`src/logic/pod_pkg.sv`:
```
// Constants, types and decode for the peripheral output dispatcher
// Notes on behaviour
// - Code 00 sends tape output in whole blocks of 512 locations.
// - Code 09 sends all new data to tape; refused in manual dump.
// - Codes 1x/2x/3x: addressed printer, printable, comma-delimited or binary.
// - Codes 4x/5x/6x: pin-enabled printer, printable, comma-delimited or binary.
// - Code 7N targets storage module N, also for writing a file mark.
// - Code 80 copies new data to the other area; on-line only.
// - Code 81 copies the whole active area to the other; on-line only.
// - Source is the active area; it returns to area 1 at table start.
// - A request arriving while the port is busy is queued, no stall.
// - When the port frees, queued requests are served one at a time.
// - A request equal to a queued entry is rejected.
// - Served entry sends from its pointer to storage pointer latched at start.
// - Tape writes always fill 512 locations, padding with nulls.
// - Code 09 writes everything up to the storage pointer, short block too.
// - Pin-enabled printers use the sync device enable line as enable.
// - Module address 1 finds the lowest connected module.
// - Absent module: pointer kept, request dropped.
// - Manual dump skips area step when area 2 has no memory.
// - Manual start defaults to device pointer, end to storage pointer.
// - Manual dump shows step 04 and a location that stops when done.
// - A key aborts manual dump after the current block.
// - Module data is sent only after the module is seen present.
package pod_pkg;
  localparam int PTR_W = 16;
  localparam int CODE_W = 8;
  localparam int ENT_W = CODE_W + 2;
  localparam int QDEPTH = 8;
  localparam int BLOCK_LEN = 512;
  localparam int BLK_W = 9;
  localparam logic [3:0] HI_TAPE = 4'h0;
  localparam logic [3:0] LO_TAPE_BLK = 4'h0;
  localparam logic [3:0] LO_TAPE_ALL = 4'h9;
  localparam logic [3:0] HI_APRN_TXT = 4'h1;
  localparam logic [3:0] HI_APRN_BIN = 4'h3;
  localparam logic [3:0] HI_EPRN_TXT = 4'h4;
  localparam logic [3:0] HI_EPRN_BIN = 4'h6;
  localparam logic [3:0] HI_MOD = 4'h7;
  localparam logic [3:0] HI_COPY = 4'h8;
  localparam logic [3:0] LO_COPY_NEW = 4'h0;
  localparam logic [3:0] LO_COPY_ALL = 4'h1;
  localparam logic [3:0] BAUD_MAX = 4'h3;
  localparam logic [3:0] MOD_UNIVERSAL = 4'h1;
  localparam logic [3:0] MOD_ADDR_MAX = 4'h8;
  localparam logic [7:0] STEP_AREA = 8'h08;
  localparam logic [7:0] STEP_DEV = 8'h01;
  localparam logic [7:0] STEP_START = 8'h02;
  localparam logic [7:0] STEP_END = 8'h03;
  localparam logic [7:0] STEP_DUMP = 8'h04;
  localparam logic [7:0] MAN_CODE_DEF = 8'h00;
  localparam logic [1:0] AREA_KEY_2 = 2'h2;
  localparam int CLK_MHZ = 50;
  localparam int PROBE_TIME_NS = 2000;
  localparam int PROBE_CYC = (PROBE_TIME_NS * CLK_MHZ + 999) / 1000;
  localparam int PROBE_W = $clog2(PROBE_CYC + 1);

  typedef enum logic [2:0] {
    C_TAPE_BLK, C_TAPE_ALL, C_APRN, C_EPRN, C_MOD, C_COPY_NEW, C_COPY_ALL, C_BAD
  } pod_class_type;

  function automatic pod_class_type pod_class(input logic [CODE_W-1:0] code);
    logic [3:0] hi;
    logic [3:0] lo;
    hi = code[7:4];
    lo = code[3:0];
    if (hi == HI_TAPE && lo == LO_TAPE_BLK) return C_TAPE_BLK;
    else if (hi == HI_TAPE && lo == LO_TAPE_ALL) return C_TAPE_ALL;
    else if (hi >= HI_APRN_TXT && hi <= HI_APRN_BIN && lo <= BAUD_MAX) return C_APRN;
    else if (hi >= HI_EPRN_TXT && hi <= HI_EPRN_BIN && lo <= BAUD_MAX) return C_EPRN;
    else if (hi == HI_MOD && lo >= MOD_UNIVERSAL && lo <= MOD_ADDR_MAX) return C_MOD;
    else if (hi == HI_COPY && lo == LO_COPY_NEW) return C_COPY_NEW;
    else if (hi == HI_COPY && lo == LO_COPY_ALL) return C_COPY_ALL;
    else return C_BAD;
  endfunction
endpackage

```
`src/logic/pod_queue.sv`:
```
// Shift-style request queue with duplicate detection
`timescale 1ns/1ps
module pod_queue #(
  parameter int W = pod_pkg::ENT_W,
  parameter int DEPTH = pod_pkg::QDEPTH
) (
  // Clock and reset
  input wire logic ref_clk,
  input wire logic reset_n,
  // Fill side
  input wire logic push,
  input wire logic [W-1:0] push_data,
  output logic full,
  output logic dup,
  // Drain side
  input wire logic pop,
  output logic [W-1:0] head,
  output logic empty
);
  localparam int CNT_W = $clog2(DEPTH + 1);
  logic [W-1:0] entry_ff [DEPTH];
  logic [CNT_W-1:0] cnt_ff;
  logic [CNT_W-1:0] wr_idx;
  logic do_push;
  logic do_pop;

  assign empty = (cnt_ff == '0);
  assign full = (cnt_ff == CNT_W'(DEPTH));
  assign do_pop = pop && !empty;
  assign do_push = push && (!full || do_pop);
  assign wr_idx = do_pop ? cnt_ff - CNT_W'(1) : cnt_ff;
  assign head = entry_ff[0];

  always_comb begin
    dup = 1'b0;
    for (int i = 0; i < DEPTH; i++) begin
      if (CNT_W'(i) < cnt_ff && entry_ff[i] == push_data) dup = 1'b1;
    end
  end

  always_ff @(posedge ref_clk or negedge reset_n) begin
    if (!reset_n) begin
      cnt_ff <= '0;
    end else if (do_push && !do_pop) begin
      cnt_ff <= cnt_ff + CNT_W'(1);
    end else if (do_pop && !do_push) begin
      cnt_ff <= cnt_ff - CNT_W'(1);
    end
  end

  // Oldest entry always sits at slot 0
  for (genvar g = 0; g < DEPTH; g++) begin : g_slot
    always_ff @(posedge ref_clk) begin
      if (do_push && wr_idx == CNT_W'(g)) begin
        entry_ff[g] <= push_data;
      end else if (do_pop) begin
        if (g < DEPTH - 1) entry_ff[g] <= entry_ff[(g < DEPTH - 1) ? g + 1 : g];
      end
    end
  end
endmodule

```
`src/logic/pod_dispatch.sv`:
```
// Peripheral output dispatcher: request queue, transfer engine, manual dump
`timescale 1ns/1ps
module pod_dispatch #(
  parameter int PTR_W = pod_pkg::PTR_W,
  parameter int QDEPTH = pod_pkg::QDEPTH
) (
  // Clock and reset
  input wire logic ref_clk,
  input wire logic reset_n,
  // Program table side
  input wire logic table_start,
  input wire logic area_sel_valid,
  input wire logic area_sel,
  input wire logic req_valid,
  input wire logic [7:0] req_code,
  input wire logic req_mark,
  output logic req_taken_ff,
  output logic req_dup_ff,
  // Storage state
  input wire logic [PTR_W-1:0] dsp,
  input wire logic area2_alloc,
  // Peripheral port
  input wire logic port_busy,
  input wire logic module_present,
  input wire logic xfer_ready,
  output logic port_claim_ff,
  output logic sync_device_enable_line_ff,
  output logic [3:0] module_addr_ff,
  output logic xfer_valid_ff,
  output logic [PTR_W-1:0] xfer_addr_ff,
  output logic xfer_null_ff,
  output logic xfer_mark_ff,
  output logic xfer_area_ff,
  output logic xfer_to_other_ff,
  output pod_pkg::pod_class_type dev_class_ff,
  output logic [1:0] fmt_ff,
  output logic [1:0] baud_ff,
  // Manual dump keyboard and display
  input wire logic man_begin,
  input wire logic man_enter,
  input wire logic man_keyed,
  input wire logic [PTR_W-1:0] man_value,
  input wire logic man_key,
  output logic [7:0] disp_id_ff,
  output logic [PTR_W-1:0] disp_data_ff
);
  typedef enum logic [2:0] {E_IDLE, E_PROBE, E_SEND, E_PAD, E_MARK, E_DONE} pod_eng_type;
  typedef enum logic [2:0] {M_OFF, M_AREA, M_DEV, M_START, M_END, M_READY, M_DUMP} pod_man_type;
  localparam logic [PTR_W-1:0] BLK_MASK = ~(PTR_W'(pod_pkg::BLOCK_LEN - 1));
  localparam logic [PTR_W-1:0] AREA_BASE = '0;

  pod_eng_type st_ff;
  pod_man_type man_st_ff;
  logic act_area_ff;
  logic [PTR_W-1:0] tape_out_pointer_ff;
  logic [PTR_W-1:0] module_out_pointer_ff;
  logic [PTR_W-1:0] printer_out_pointer_ff;
  logic [PTR_W-1:0] copy_out_pointer_ff;
  logic [PTR_W-1:0] cur_ptr_ff;
  logic [PTR_W-1:0] end_ptr_ff;
  logic [pod_pkg::BLK_W-1:0] blk_cnt_ff;
  logic [pod_pkg::PROBE_W-1:0] probe_cnt_ff;
  logic manual_ff, mark_ff, pad_ff, univ_ff, absent_ff, probed_ok_ff;
  logic present_meta_ff, present_ff;
  logic man_pend_ff, abort_ff, man_area_ff;
  logic [7:0] man_code_ff;
  logic [PTR_W-1:0] man_start_ff, man_end_ff;
  logic [pod_pkg::ENT_W-1:0] push_data, q_head;
  logic q_full, q_dup, q_empty, q_push, q_pop;
  pod_pkg::pod_class_type req_cls, ld_cls, man_cls;
  logic ld_go, ld_man, ld_area, ld_mark;
  logic [7:0] ld_code;
  logic [PTR_W-1:0] ld_start, ld_end;
  logic xfer_free;

  function automatic logic [PTR_W-1:0] ptr_for(input pod_pkg::pod_class_type c,
      input logic [PTR_W-1:0] tp, input logic [PTR_W-1:0] mp,
      input logic [PTR_W-1:0] pp, input logic [PTR_W-1:0] cp);
    case (c)
      pod_pkg::C_TAPE_BLK, pod_pkg::C_TAPE_ALL: return tp;
      pod_pkg::C_MOD: return mp;
      pod_pkg::C_APRN, pod_pkg::C_EPRN: return pp;
      pod_pkg::C_COPY_NEW: return cp;
      default: return AREA_BASE;
    endcase
  endfunction

  // Presence pin crossing
  always_ff @(posedge ref_clk or negedge reset_n) begin
    if (!reset_n) begin
      present_meta_ff <= 1'b0;
      present_ff <= 1'b0;
    end else begin
      present_meta_ff <= module_present;
      present_ff <= present_meta_ff;
    end
  end

  // Active area; a select in the same cycle as table start wins
  always_ff @(posedge ref_clk or negedge reset_n) begin
    if (!reset_n) act_area_ff <= 1'b0;
    else if (area_sel_valid) act_area_ff <= area_sel;
    else if (table_start) act_area_ff <= 1'b0;
  end

  // Request intake never stalls the program
  assign req_cls = pod_pkg::pod_class(req_code);
  assign push_data = {req_mark && req_cls == pod_pkg::C_MOD, act_area_ff, req_code};
  assign q_push = req_valid && req_cls != pod_pkg::C_BAD && !q_dup;

  always_ff @(posedge ref_clk or negedge reset_n) begin
    if (!reset_n) begin
      req_taken_ff <= 1'b0;
      req_dup_ff <= 1'b0;
    end else begin
      req_taken_ff <= q_push && (!q_full || q_pop);
      req_dup_ff <= req_valid && q_dup;
    end
  end

  pod_queue #(.W(pod_pkg::ENT_W), .DEPTH(QDEPTH)) u_queue (
    .ref_clk(ref_clk),
    .reset_n(reset_n),
    .push(q_push),
    .push_data(push_data),
    .full(q_full),
    .dup(q_dup),
    .pop(q_pop),
    .head(q_head),
    .empty(q_empty)
  );

  // Load selection: a pending manual dump goes ahead of the queue
  always_comb begin
    ld_man = man_pend_ff;
    ld_code = ld_man ? man_code_ff : q_head[pod_pkg::CODE_W-1:0];
    ld_area = ld_man ? man_area_ff : q_head[pod_pkg::CODE_W];
    ld_mark = ld_man ? 1'b0 : q_head[pod_pkg::CODE_W+1];
    ld_cls = pod_pkg::pod_class(ld_code);
    ld_start = ptr_for(ld_cls, tape_out_pointer_ff, module_out_pointer_ff,
                       printer_out_pointer_ff, copy_out_pointer_ff);
    ld_end = dsp;
    if (ld_man) begin
      ld_start = man_start_ff;
      ld_end = man_end_ff;
    end else if (ld_cls == pod_pkg::C_TAPE_BLK) begin
      ld_end = ld_start + ((dsp - ld_start) & BLK_MASK);
    end
    ld_go = st_ff == E_IDLE && !port_busy && (ld_man || !q_empty);
  end
  assign q_pop = ld_go && !ld_man;
  assign xfer_free = !xfer_valid_ff || xfer_ready;

  // Transfer engine
  always_ff @(posedge ref_clk or negedge reset_n) begin
    if (!reset_n) begin
      st_ff <= E_IDLE;
      cur_ptr_ff <= '0;
      end_ptr_ff <= '0;
      blk_cnt_ff <= '0;
      probe_cnt_ff <= '0;
      manual_ff <= 1'b0;
      mark_ff <= 1'b0;
      pad_ff <= 1'b0;
      univ_ff <= 1'b0;
      absent_ff <= 1'b0;
      probed_ok_ff <= 1'b0;
      module_addr_ff <= '0;
      dev_class_ff <= pod_pkg::C_BAD;
      fmt_ff <= '0;
      baud_ff <= '0;
      xfer_area_ff <= 1'b0;
      xfer_to_other_ff <= 1'b0;
      xfer_valid_ff <= 1'b0;
      xfer_addr_ff <= '0;
      xfer_null_ff <= 1'b0;
      xfer_mark_ff <= 1'b0;
    end else begin
      case (st_ff)
        E_IDLE: begin
          if (ld_go) begin
            manual_ff <= ld_man;
            mark_ff <= ld_mark;
            cur_ptr_ff <= ld_start;
            end_ptr_ff <= ld_end;
            blk_cnt_ff <= '0;
            probe_cnt_ff <= '0;
            absent_ff <= 1'b0;
            probed_ok_ff <= 1'b0;
            dev_class_ff <= ld_cls;
            xfer_area_ff <= ld_area;
            xfer_to_other_ff <= ld_cls == pod_pkg::C_COPY_NEW ||
                                ld_cls == pod_pkg::C_COPY_ALL;
            pad_ff <= ld_cls == pod_pkg::C_TAPE_ALL ||
                      (ld_man && ld_cls == pod_pkg::C_TAPE_BLK);
            baud_ff <= ld_code[1:0];
            fmt_ff <= (ld_cls == pod_pkg::C_EPRN) ?
                      2'(ld_code[7:4] - pod_pkg::HI_EPRN_TXT) :
                      2'(ld_code[7:4] - pod_pkg::HI_APRN_TXT);
            module_addr_ff <= ld_code[3:0];
            univ_ff <= ld_code[3:0] == pod_pkg::MOD_UNIVERSAL;
            st_ff <= (ld_cls == pod_pkg::C_MOD) ? E_PROBE : E_SEND;
          end
        end
        E_PROBE: begin
          if (probe_cnt_ff == pod_pkg::PROBE_W'(pod_pkg::PROBE_CYC - 1)) begin
            probe_cnt_ff <= '0;
            if (present_ff) begin
              probed_ok_ff <= 1'b1;
              st_ff <= mark_ff ? E_MARK : E_SEND;
            end else if (univ_ff && module_addr_ff != pod_pkg::MOD_ADDR_MAX) begin
              module_addr_ff <= module_addr_ff + 4'h1;
            end else begin
              absent_ff <= 1'b1;
              st_ff <= E_DONE;
            end
          end else begin
            probe_cnt_ff <= probe_cnt_ff + pod_pkg::PROBE_W'(1);
          end
        end
        E_SEND: begin
          if (xfer_free) begin
            if (cur_ptr_ff != end_ptr_ff && !(abort_ff && manual_ff && blk_cnt_ff == '0)) begin
              xfer_valid_ff <= 1'b1;
              xfer_addr_ff <= cur_ptr_ff;
              xfer_null_ff <= 1'b0;
              cur_ptr_ff <= cur_ptr_ff + PTR_W'(1);
              blk_cnt_ff <= blk_cnt_ff + pod_pkg::BLK_W'(1);
            end else begin
              xfer_valid_ff <= 1'b0;
              st_ff <= (pad_ff && blk_cnt_ff != '0) ? E_PAD : E_DONE;
            end
          end
        end
        E_PAD: begin
          if (xfer_free) begin
            if (blk_cnt_ff != '0) begin
              xfer_valid_ff <= 1'b1;
              xfer_null_ff <= 1'b1;
              blk_cnt_ff <= blk_cnt_ff + pod_pkg::BLK_W'(1);
            end else begin
              xfer_valid_ff <= 1'b0;
              xfer_null_ff <= 1'b0;
              st_ff <= E_DONE;
            end
          end
        end
        E_MARK: begin
          if (xfer_valid_ff && xfer_ready) begin
            xfer_valid_ff <= 1'b0;
            xfer_mark_ff <= 1'b0;
            st_ff <= E_DONE;
          end else if (!xfer_valid_ff) begin
            xfer_valid_ff <= 1'b1;
            xfer_mark_ff <= 1'b1;
          end
        end
        default: st_ff <= E_IDLE;
      endcase
    end
  end

  // Port claim and enable line; the line doubles as printer enable
  always_ff @(posedge ref_clk or negedge reset_n) begin
    if (!reset_n) begin
      port_claim_ff <= 1'b0;
      sync_device_enable_line_ff <= 1'b0;
    end else begin
      port_claim_ff <= st_ff != E_IDLE || ld_go;
      sync_device_enable_line_ff <= st_ff == E_PROBE ||
          ((st_ff == E_SEND || st_ff == E_PAD) && dev_class_ff == pod_pkg::C_EPRN);
    end
  end

  // Device pointers advance only after a completed on-line transfer
  always_ff @(posedge ref_clk or negedge reset_n) begin
    if (!reset_n) begin
      tape_out_pointer_ff <= '0;
      module_out_pointer_ff <= '0;
      printer_out_pointer_ff <= '0;
      copy_out_pointer_ff <= '0;
    end else if (st_ff == E_DONE && !manual_ff && !absent_ff) begin
      case (dev_class_ff)
        pod_pkg::C_TAPE_BLK, pod_pkg::C_TAPE_ALL: tape_out_pointer_ff <= cur_ptr_ff;
        pod_pkg::C_MOD: if (!mark_ff) module_out_pointer_ff <= cur_ptr_ff;
        pod_pkg::C_APRN, pod_pkg::C_EPRN: printer_out_pointer_ff <= cur_ptr_ff;
        default: copy_out_pointer_ff <= cur_ptr_ff;
      endcase
    end
  end

  // Manual dump step sequence
  assign man_cls = pod_pkg::pod_class(man_value[7:0]);
  always_ff @(posedge ref_clk or negedge reset_n) begin
    if (!reset_n) begin
      man_st_ff <= M_OFF;
      man_area_ff <= 1'b0;
      man_code_ff <= pod_pkg::MAN_CODE_DEF;
      man_start_ff <= '0;
      man_end_ff <= '0;
      man_pend_ff <= 1'b0;
      abort_ff <= 1'b0;
    end else begin
      case (man_st_ff)
        M_OFF: begin
          abort_ff <= 1'b0;
          if (man_begin) begin
            man_area_ff <= 1'b0;
            man_st_ff <= area2_alloc ? M_AREA : M_DEV;
          end
        end
        M_AREA: if (man_enter) begin
          if (man_keyed) man_area_ff <= man_value[1:0] == pod_pkg::AREA_KEY_2;
          man_st_ff <= M_DEV;
        end
        M_DEV: if (man_enter) begin
          if (!man_keyed || !(man_cls inside {pod_pkg::C_BAD, pod_pkg::C_TAPE_ALL,
              pod_pkg::C_COPY_NEW, pod_pkg::C_COPY_ALL})) begin
            if (man_keyed) man_code_ff <= man_value[7:0];
            man_start_ff <= ptr_for(man_keyed ? man_cls : pod_pkg::pod_class(man_code_ff),
                tape_out_pointer_ff, module_out_pointer_ff,
                printer_out_pointer_ff, copy_out_pointer_ff);
            man_st_ff <= M_START;
          end
        end
        M_START: if (man_enter) begin
          if (man_keyed) man_start_ff <= man_value;
          man_end_ff <= dsp;
          man_st_ff <= M_END;
        end
        M_END: if (man_enter) begin
          if (man_keyed) man_end_ff <= man_value;
          man_st_ff <= M_READY;
        end
        M_READY: if (man_enter && man_keyed) begin
          man_pend_ff <= 1'b1;
          man_st_ff <= M_DUMP;
        end
        default: begin
          if (ld_go && ld_man) man_pend_ff <= 1'b0;
          if (man_key) abort_ff <= 1'b1;
          if (!man_pend_ff && st_ff == E_DONE && manual_ff) man_st_ff <= M_OFF;
        end
      endcase
    end
  end

  // Display holds its last value once the dump ends
  always_ff @(posedge ref_clk or negedge reset_n) begin
    if (!reset_n) begin
      disp_id_ff <= '0;
      disp_data_ff <= '0;
    end else begin
      case (man_st_ff)
        M_AREA: begin
          disp_id_ff <= pod_pkg::STEP_AREA;
          disp_data_ff <= '0;
        end
        M_DEV: begin
          disp_id_ff <= pod_pkg::STEP_DEV;
          disp_data_ff <= PTR_W'(man_code_ff);
        end
        M_START: begin
          disp_id_ff <= pod_pkg::STEP_START;
          disp_data_ff <= man_start_ff;
        end
        M_END: begin
          disp_id_ff <= pod_pkg::STEP_END;
          disp_data_ff <= man_end_ff;
        end
        M_READY: begin
          disp_id_ff <= pod_pkg::STEP_DUMP;
          disp_data_ff <= '0;
        end
        M_DUMP: begin
          disp_id_ff <= pod_pkg::STEP_DUMP;
          if (manual_ff && st_ff == E_SEND) disp_data_ff <= cur_ptr_ff;
        end
        default: ;
      endcase
    end
  end

  property p_area_revert;
    @(posedge ref_clk) disable iff (!reset_n) table_start && !area_sel_valid |=> !act_area_ff;
  endproperty
  a_area_revert: assert property (p_area_revert) else $error("area not reverted");
  property p_dup;
    @(posedge ref_clk) disable iff (!reset_n) req_valid && q_dup |=> req_dup_ff && !req_taken_ff;
  endproperty
  a_dup: assert property (p_dup) else $error("duplicate accepted");
  property p_busy_wait;
    @(posedge ref_clk) disable iff (!reset_n) st_ff == E_IDLE && port_busy |=> st_ff == E_IDLE;
  endproperty
  a_busy_wait: assert property (p_busy_wait) else $error("started on busy port");
  property p_grant;
    @(posedge ref_clk) disable iff (!reset_n) q_pop |=> st_ff != E_IDLE && port_claim_ff;
  endproperty
  a_grant: assert property (p_grant) else $error("pop without grant");
  property p_present;
    @(posedge ref_clk) disable iff (!reset_n)
      xfer_valid_ff && dev_class_ff == pod_pkg::C_MOD |-> probed_ok_ff;
  endproperty
  a_present: assert property (p_present) else $error("module data before presence");
  property p_pad_full;
    @(posedge ref_clk) disable iff (!reset_n) st_ff == E_DONE && pad_ff |-> blk_cnt_ff == '0;
  endproperty
  a_pad_full: assert property (p_pad_full) else $error("tape block not filled");
  property p_sde;
    @(posedge ref_clk) disable iff (!reset_n)
      st_ff == E_SEND && dev_class_ff == pod_pkg::C_EPRN && xfer_valid_ff
      |-> sync_device_enable_line_ff;
  endproperty
  a_sde: assert property (p_sde) else $error("printer enable low");
  property p_hold;
    @(posedge ref_clk) disable iff (!reset_n)
      st_ff == E_SEND && xfer_valid_ff && !xfer_ready |=> xfer_valid_ff && $stable(xfer_addr_ff);
  endproperty
  a_hold: assert property (p_hold) else $error("transfer dropped");
  property p_abort;
    @(posedge ref_clk) disable iff (!reset_n) st_ff == E_DONE && manual_ff && abort_ff && !pad_ff
      |-> blk_cnt_ff == '0 || cur_ptr_ff == end_ptr_ff;
  endproperty
  a_abort: assert property (p_abort) else $error("abort mid block");
  property p_absent;
    @(posedge ref_clk) disable iff (!reset_n) st_ff == E_DONE && absent_ff
      |=> $stable(module_out_pointer_ff) && st_ff == E_IDLE;
  endproperty
  a_absent: assert property (p_absent) else $error("absent module moved pointer");
  property p_skip_area;
    @(posedge ref_clk) disable iff (!reset_n)
      man_st_ff == M_OFF && man_begin && !area2_alloc |=> man_st_ff == M_DEV;
  endproperty
  a_skip_area: assert property (p_skip_area) else $error("area step not skipped");
endmodule

```
`config.mk`:
```
export PLATFORM = sky130hd
export DESIGN_NAME = pod_dispatch
export DESIGN_NICKNAME = d
export VERILOG_FILES = /design/src/logic/pod_pkg.sv /design/src/logic/pod_queue.sv /design/src/logic/pod_dispatch.sv
export SDC_FILE = /design/constraint.sdc
export NUM_CORES = 1
export LEC_CHECK = 0
export BUFFER_PORTS_ARGS = -buffer_cell sky130_fd_sc_hd__buf_2
export CORE_ASPECT_RATIO = 0.7
export CORE_MARGIN = 2
export CORE_UTILIZATION = 46
export CTS_CLUSTER_SIZE = 12
export DETAILED_ROUTE_END_ITERATION = 7
export PLACE_DENSITY = 0.59
export SYNTH_ARGS = -nofsm -noshare
export SYNTH_HDL_FRONTEND = slang
export SYNTH_SLANG_ARGS = --single-unit
```
`constraint.sdc`:
```
create_clock -name ref_clk -period 8.8 [get_ports ref_clk]
set_input_delay 0.88 -clock ref_clk [delete_from_list [all_inputs] [get_ports ref_clk]]
set_output_delay 0.88 -clock ref_clk [all_outputs]
set_load 0.02 [all_outputs]
```
== After elaboration in Yosys (flattened, before gate mapping) ==
Memories as Yosys holds them, arrays and structs flattened.
Cells that the tools add are included.
Operators by class
  $add $sub $neg: 10
  order comparisons: 36
  eq/ne operators: 93
  multiplexer cells: 168
  bitwise gates (word level): 11
  reductions and logical operators: 174
Operators by type and width (count)
  $mux 16: 12
  $pmux 16 s4: 2
  $mux 3: 39
  $pmux 16 s2: 3
  $logic_and 1x1->1: 83
  $eq 10x10->1: 8
  $pmux 16 s5: 1
  $mux 10: 7
  $mux 1: 66
  $ne 2x2->1 const B: 23
  $eq 3x3->1 const B: 15
  $mux 9: 5
  $logic_not 4->1: 10
  $pmux 8 s5: 1
  $eq 4x4->1 const B: 9
  $eq 4x3->1 const B: 8
  $ge 4x1->1 const B: 8
  $le 4x2->1 const B: 8
  $eq 3x2->1 const B: 10
  $mux 4: 7
  $pmux 9 s3: 1
  $mux 2: 11
  $eq 4x1->1 const B: 5
  $reduce_and 4->1: 5
  49 further kinds: 145
Storage, ports and cells
  register bits after elaboration: 233
  bits in writable memories: 80
  bits of input ports: 55
  output and inout bits: 60
  word-level logic and storage cells: 534
  memories kept: 1
Memories
  u_queue.entry_ff: depth 8, bits a word 10, read ports 8, clocked after Yosys merged registers in 0, wr ports 8, line pod_queue.sv:21  | logic [W-1:0] entry_ff [DEPTH];

== Longest topological paths before layout ==
  word-level depth: 28
  gate-level depth with buffers: 32
  depth with buffers taken out: 28

== Modules after synthesis ==
From an unflattened synthesis, not the netlist that was laid out.
Second synthesis, totals
  cells, all modules: 1797
  area, all modules: 18237.5 um^2
Modules (own cells, without submodules)
  pod_dispatch: times used 1, cells an instance 1412, area each 13195.2 um^2, seq. area each 5634.2 um^2
  pod_queue: times used 1, cells an instance 385, area each 5042.3 um^2, seq. area each 2502.4 um^2

== Worst setup path before layout ==
No wires, ideal clock.
  path type: reg-to-reg
  from: reg man_pend_ff (netlist: ld_man)
  to: reg end_ptr_ff[15]
  library setup time: 128 ps
  data arrival time: 6058 ps
  data required time: 8672 ps
  setup slack: 2614 ps
  cell stages (with the launch flop): 32
  buffers on the path: 5
  period minus slack after synthesis: 6186 ps
  path through: dfrtp_1 > buf_2 > buf_2 > buf_2 > mux2i_1 > ha_1 > or4bb_1 > nand2_1 > and2_1 > clkbuf_1 > clkbuf_1 > a221oi_1 > ha_1 > o21ai_0 > a21oi_1 > a221o_1 > or2_2 > a41oi_1 > o21bai_1 > a21oi_1 > xnor2_1 > ha_1 > inv_1 > fa_1 > nor2b_1 > o21ai_0 > a21boi_0 > o21ai_0 > nor3b_1 > o22a_1 > a211oi_1 > nand2_1
Between the ends
  cells in the longest elaborated chain, start to end: 17
  elaborated cells between the ends (all ways): 47
  those cells by class: 2 x add/sub; 7 x order compare; 9 x eq/ne; 11 x mux; 18 x reduce/logical
Ends and longest elaborated chain
  start, declared: line pod_dispatch.sv:65  | logic man_pend_ff, abort_ff, man_area_ff;
  start signal, assigned: line pod_dispatch.sv:301  | man_pend_ff <= 1'b0;
  start signal, assigned: line pod_dispatch.sv:336  | man_pend_ff <= 1'b1;
  start signal, assigned: line pod_dispatch.sv:340  | if (ld_go && ld_man) man_pend_ff <= 1'b0;
  $mux 8: line pod_dispatch.sv:136  | ld_code = ld_man ? man_code_ff : q_head[pod_pkg::CODE_W-1:0];
  $eq 4x4->1 or $eq 4x1->1 (tied branches): line pod_pkg.sv:72, pod_pkg.sv:73
  $logic_and 1x1->1: line pod_pkg.sv:73  | else if (hi == HI_COPY && lo == LO_COPY_ALL) return C_COPY_ALL;
  $mux 1: line pod_pkg.sv:73
  $mux 2: line pod_pkg.sv:72  | else if (hi == HI_COPY && lo == LO_COPY_NEW) return C_COPY_NEW;
  $mux 2: line pod_pkg.sv:71  | else if (hi == HI_MOD && lo >= MOD_UNIVERSAL && lo <= MOD_ADDR_MAX) return C_MOD;
  $mux 3: line pod_pkg.sv:70  | else if (hi >= HI_EPRN_TXT && hi <= HI_EPRN_BIN && lo <= BAUD_MAX) return C_EPRN;
  $mux 3: line pod_pkg.sv:69  | else if (hi >= HI_APRN_TXT && hi <= HI_APRN_BIN && lo <= BAUD_MAX) return C_APRN;
  $mux 3: line pod_pkg.sv:68  | else if (hi == HI_TAPE && lo == LO_TAPE_ALL) return C_TAPE_ALL;
  $mux 3: line pod_pkg.sv:67  | if (hi == HI_TAPE && lo == LO_TAPE_BLK) return C_TAPE_BLK;
  $eq 3x2->1 (tied with other cells): line pod_dispatch.sv:79  | case (c)
  $reduce_or 2->1: line pod_dispatch.sv:79
  $pmux 16 s4: line pod_dispatch.sv:79
  $sub 16x16->16: line pod_dispatch.sv:147  | ld_end = ld_start + ((dsp - ld_start) & BLK_MASK);
  $add 16x16->16: line pod_dispatch.sv:147
  $mux 16: line pod_dispatch.sv:146  | end else if (ld_cls == pod_pkg::C_TAPE_BLK) begin
  $mux 16: line pod_dispatch.sv:143  | if (ld_man) begin
  end signal, assigned: line pod_dispatch.sv:185  | end_ptr_ff <= ld_end;
  end, declared: line pod_dispatch.sv:60  | logic [PTR_W-1:0] end_ptr_ff;
Parallel ways exist; a longest one is shown, timed or not.
A chain may end at the register's enable or synchronous reset.

== Worst setup path in the final report ==
Same ends and word-level chain as after synthesis.

==> results.yml <==
placed_design:
  dp_hpwl_um: 41900
  post-place-cells: 2310
  port_buffers: 110
  routabilityCongestion: 0.945
global_routing:
  grt_pass1_wl_um: 87700
  top_usage_layer: "met1"
  grt_max_degree: 109
  grt_pass1_vias: 13500
  grt.total_usage: 0.286
  antenna_found_initial: 3
  grt_overflow: 0
  grt_use_met3: 0.0903
  met1_usage: 0.465
  met2_usage: 0.361
final_layout:
  nFillCells: 3508
  final_nets: 1909
  most-common-layout-cells: "226 x dfrtp_1, 165 x mux2_2, 151 x o21ai_0, 135 x nand2_1, 109 x buf_2"
  seq_area_mm2: 0.00814
  multiInputGateArea_mm2: 0.00912
  synthToLayoutAreaGrowth_pct: 11.7
  final_util: 0.521
  layout_commonest_cell: "dfrtp_1"
  stdcell_count: 2370
  layout-drive-gt1-share: 0.219
logic_synthesis:
  synth_edf_count: 80
  yosysUniqueCellTypes: 87
  yosysSeqAreaShare: 0.454
  synth_area_mm2: 0.0179
  synthFlopType: "dfrtp_1"
  ys.warnings.count: 0
  ys_seq_elements: 309
  synthCells: 1767
  syn_area_per_cell_um2: 10.1
  async_flop_share: 0.741
timing:
  tightest_slew_ns: 1.22
  slew-limit-headroom: 0.176
  period_needed_ns: 7.20
  fmax_mhz: 139
  hold_slack_ns: 0.372
  grt_setup_unrepaired: "no"
  period_share: 0.818
  finalSetupViolCount: 0
  fin_skew_ns: 0.0127
  fin_setup_tns_ns: 0
  slew_violations: 0
  finalHoldViolations: 0
route:
  drc: 0
  wl_per_cell_um: 24.5
  first_pass_iters: 7
  drt_wl_total_um: 58100
  route.vias.total: 14700
  drtAntennaViolNets: 0
  initialDrtViolationCount: 1638
  vias_per_cell: 6.21
power:
  switching_share: 0.441
  vdd_drop_max_mv: 0.173
  intPower_w: 0.00383
  clockPowerShare: 0.207
  p_leak_nw: 8.15
  share_comb_of_total_power: 0.421
  power_density_mw_per_mm2: 342
  switching_power_w: 0.00302
  p_total_w: 0.00685
  seq_power_share: 0.372
die:
  initial_utilization: 0.467
  coreArea_mm2: 0.0384
  dieWidth_um: 240
  dieHeight_um: 169
  ioPinCount: 115
  std_cell_rows: 60
  die_area_mm2: 0.0405
hold_path:
  whs_path_depth: 0
  min_to: "present_ff"
  min_path_type: "reg2reg"
  hp-start: "present_meta_ff"
run_status:
  status: "complete, no violations"
critical_path:
  crit_top_cell: "buf_4"
  critical_path_class: "reg2reg"
  crit-reg2reg-capture: "end_ptr_ff[15]"
  worstPathArrival_ns: 7.60
  end_kind: "flip-flop"
  crit_slowest_cell: "a21boi_0"
  r2r_cells: 29
  crit_buf_inv: 4
  critPathMaxFanout: 31
  worstReg2RegStart: "ld_man"
  startpoint_type: "flip-flop"
  reg2reg_slack_ns: 1.60
  required_ns: 9.20
  crit_family: "compound AO/OA/AOI/OAI gates"
  max_stage_delay_ns: 0.71
clocking:
  holdBufCountCts: 0
  postCtsSetupBuffers: 0
  ctsResizeCount: 0
  cts_buffer_depth: 3
  clk_pin_slew_ns: 0.06
  htree_levels: 2
  cts_sinks: 309
  cts_tree: "yes"
  cts_made_buffers: 35
  root_buffer: "clkbuf_16"
  clock_latency_ns: 0.53
run:
  cap_viol_max_count: 0
-- layout make-up --
type	count	share of cell area
clock buffer	45	0.0487
timing repair buffer	142	0.0400
antenna	2	0.000250
tap	527	0.0330
inverter	50	0.00938
sequential	309	0.407
clock inverter	13	0.00551
multi-input combinational	1282	0.456
-- state kept, by name, indices dropped and copies added (netlist names), 4 cells and up --
register	flops
probe_cnt_ff	7
module_addr_ff	4
disp_id_ff	4
copy_out_pointer_ff	16
u_queue.cnt_ff	4
man_code_ff	8
blk_cnt_ff	9
u_queue.entry_ff	80
printer_out_pointer_ff	16
end_ptr_ff	16
cur_ptr_ff	16
module_out_pointer_ff	16
man_end_ff	16
disp_data_ff	16
man_start_ff	16
xfer_addr_ff	16
tape_out_pointer_ff	16
-- synth_stat cells, drive strengths merged (6+ instances only) --
master,n,area share
a21oi,81,0.024
xnor2,97,0.047
nor3,47,0.013
a211oi,27,0.011
edfxtp,80,0.13
or3,12,0.0045
dfrtp,226,0.32
mux2,165,0.10
o21a,8,0.0034
nor2b,13,0.0045
a22o,10,0.0049
a31oi,18,0.0063
ha,33,0.023
nor4,11,0.0042
a221o,15,0.0084
and3,14,0.0049
a21boi,8,0.0034
mux2i,40,0.022
nand3b,7,0.0029
or4,6,0.0025
a222oi,18,0.010
or2,8,0.0028
nand2,135,0.028
o21ai,154,0.043
nand4,34,0.012
inv,50,0.010
buf,31,0.0097
o221ai,17,0.0083
a221oi,10,0.0052
nand3,38,0.011
o41ai,10,0.0049
nand2b,9,0.0031
o31ai,14,0.0066
and2,7,0.0024
a21o,17,0.0071
xor2,15,0.0073
o22ai,8,0.0028
a22oi,7,0.0029
clkbuf,98,0.021
o211ai,6,0.0025
nor2,107,0.022
-- per-layer routing --
layer,vias up,share of wire
met1,7261,0.49
met5,-,0
met3,66,0.12
met4,0,0.016
li1,6646,-
met2,736,0.38
-- stage by stage --
step | area [um^2] | setup WS (ns)
global route | 20000 | 1.32
CTS | 20000 | 1.83
detailed placement | 18900 | 1.90
finish | 20000 | 1.60
global placement | 18900 | 1.99
floorplan | 17900 | 2.61
-- kinds of logic (layout without fill, tap and decap cells) --
kind of cell | count (synthesis) | count (layout) | share of synthesized area
compound gates | 454 | 454 | 0.168
xor+xnor | 112 | 112 | 0.0548
fa+ha+maj | 34 | 34 | 0.0242
buf+inv | 179 | 250 | 0.0407
flops | 309 | 309 | 0.454
mux | 205 | 205 | 0.126
other cells | 1 | 6 | 0.000209
simple gates | 473 | 473 | 0.131
-- worst max-delay path by stage --
stage               cells past startpoint        endpoint   start
finish                                 29  end_ptr_ff[15]  ld_man
global route                           29  end_ptr_ff[15]  ld_man
CTS                                    29  end_ptr_ff[15]  ld_man
detailed placement                     29  end_ptr_ff[15]  ld_man
global placement                       29  end_ptr_ff[15]  ld_man
floorplan                              31  end_ptr_ff[15]  ld_man
-- power groups by stage --
stage / logic [W] / clock network [W] / registers (W)
global route: 0.00311 / 0.00150 / 0.00260
detailed placement: 0.00280 / 0 / 0.00254
global placement: 0.00277 / 0 / 0.00253
CTS: 0.00281 / 0.00144 / 0.00252
finish: 0.00288 / 0.00142 / 0.00255
floorplan: 0.00196 / 0 / 0.00233
(Power assumes the default switching activity.)
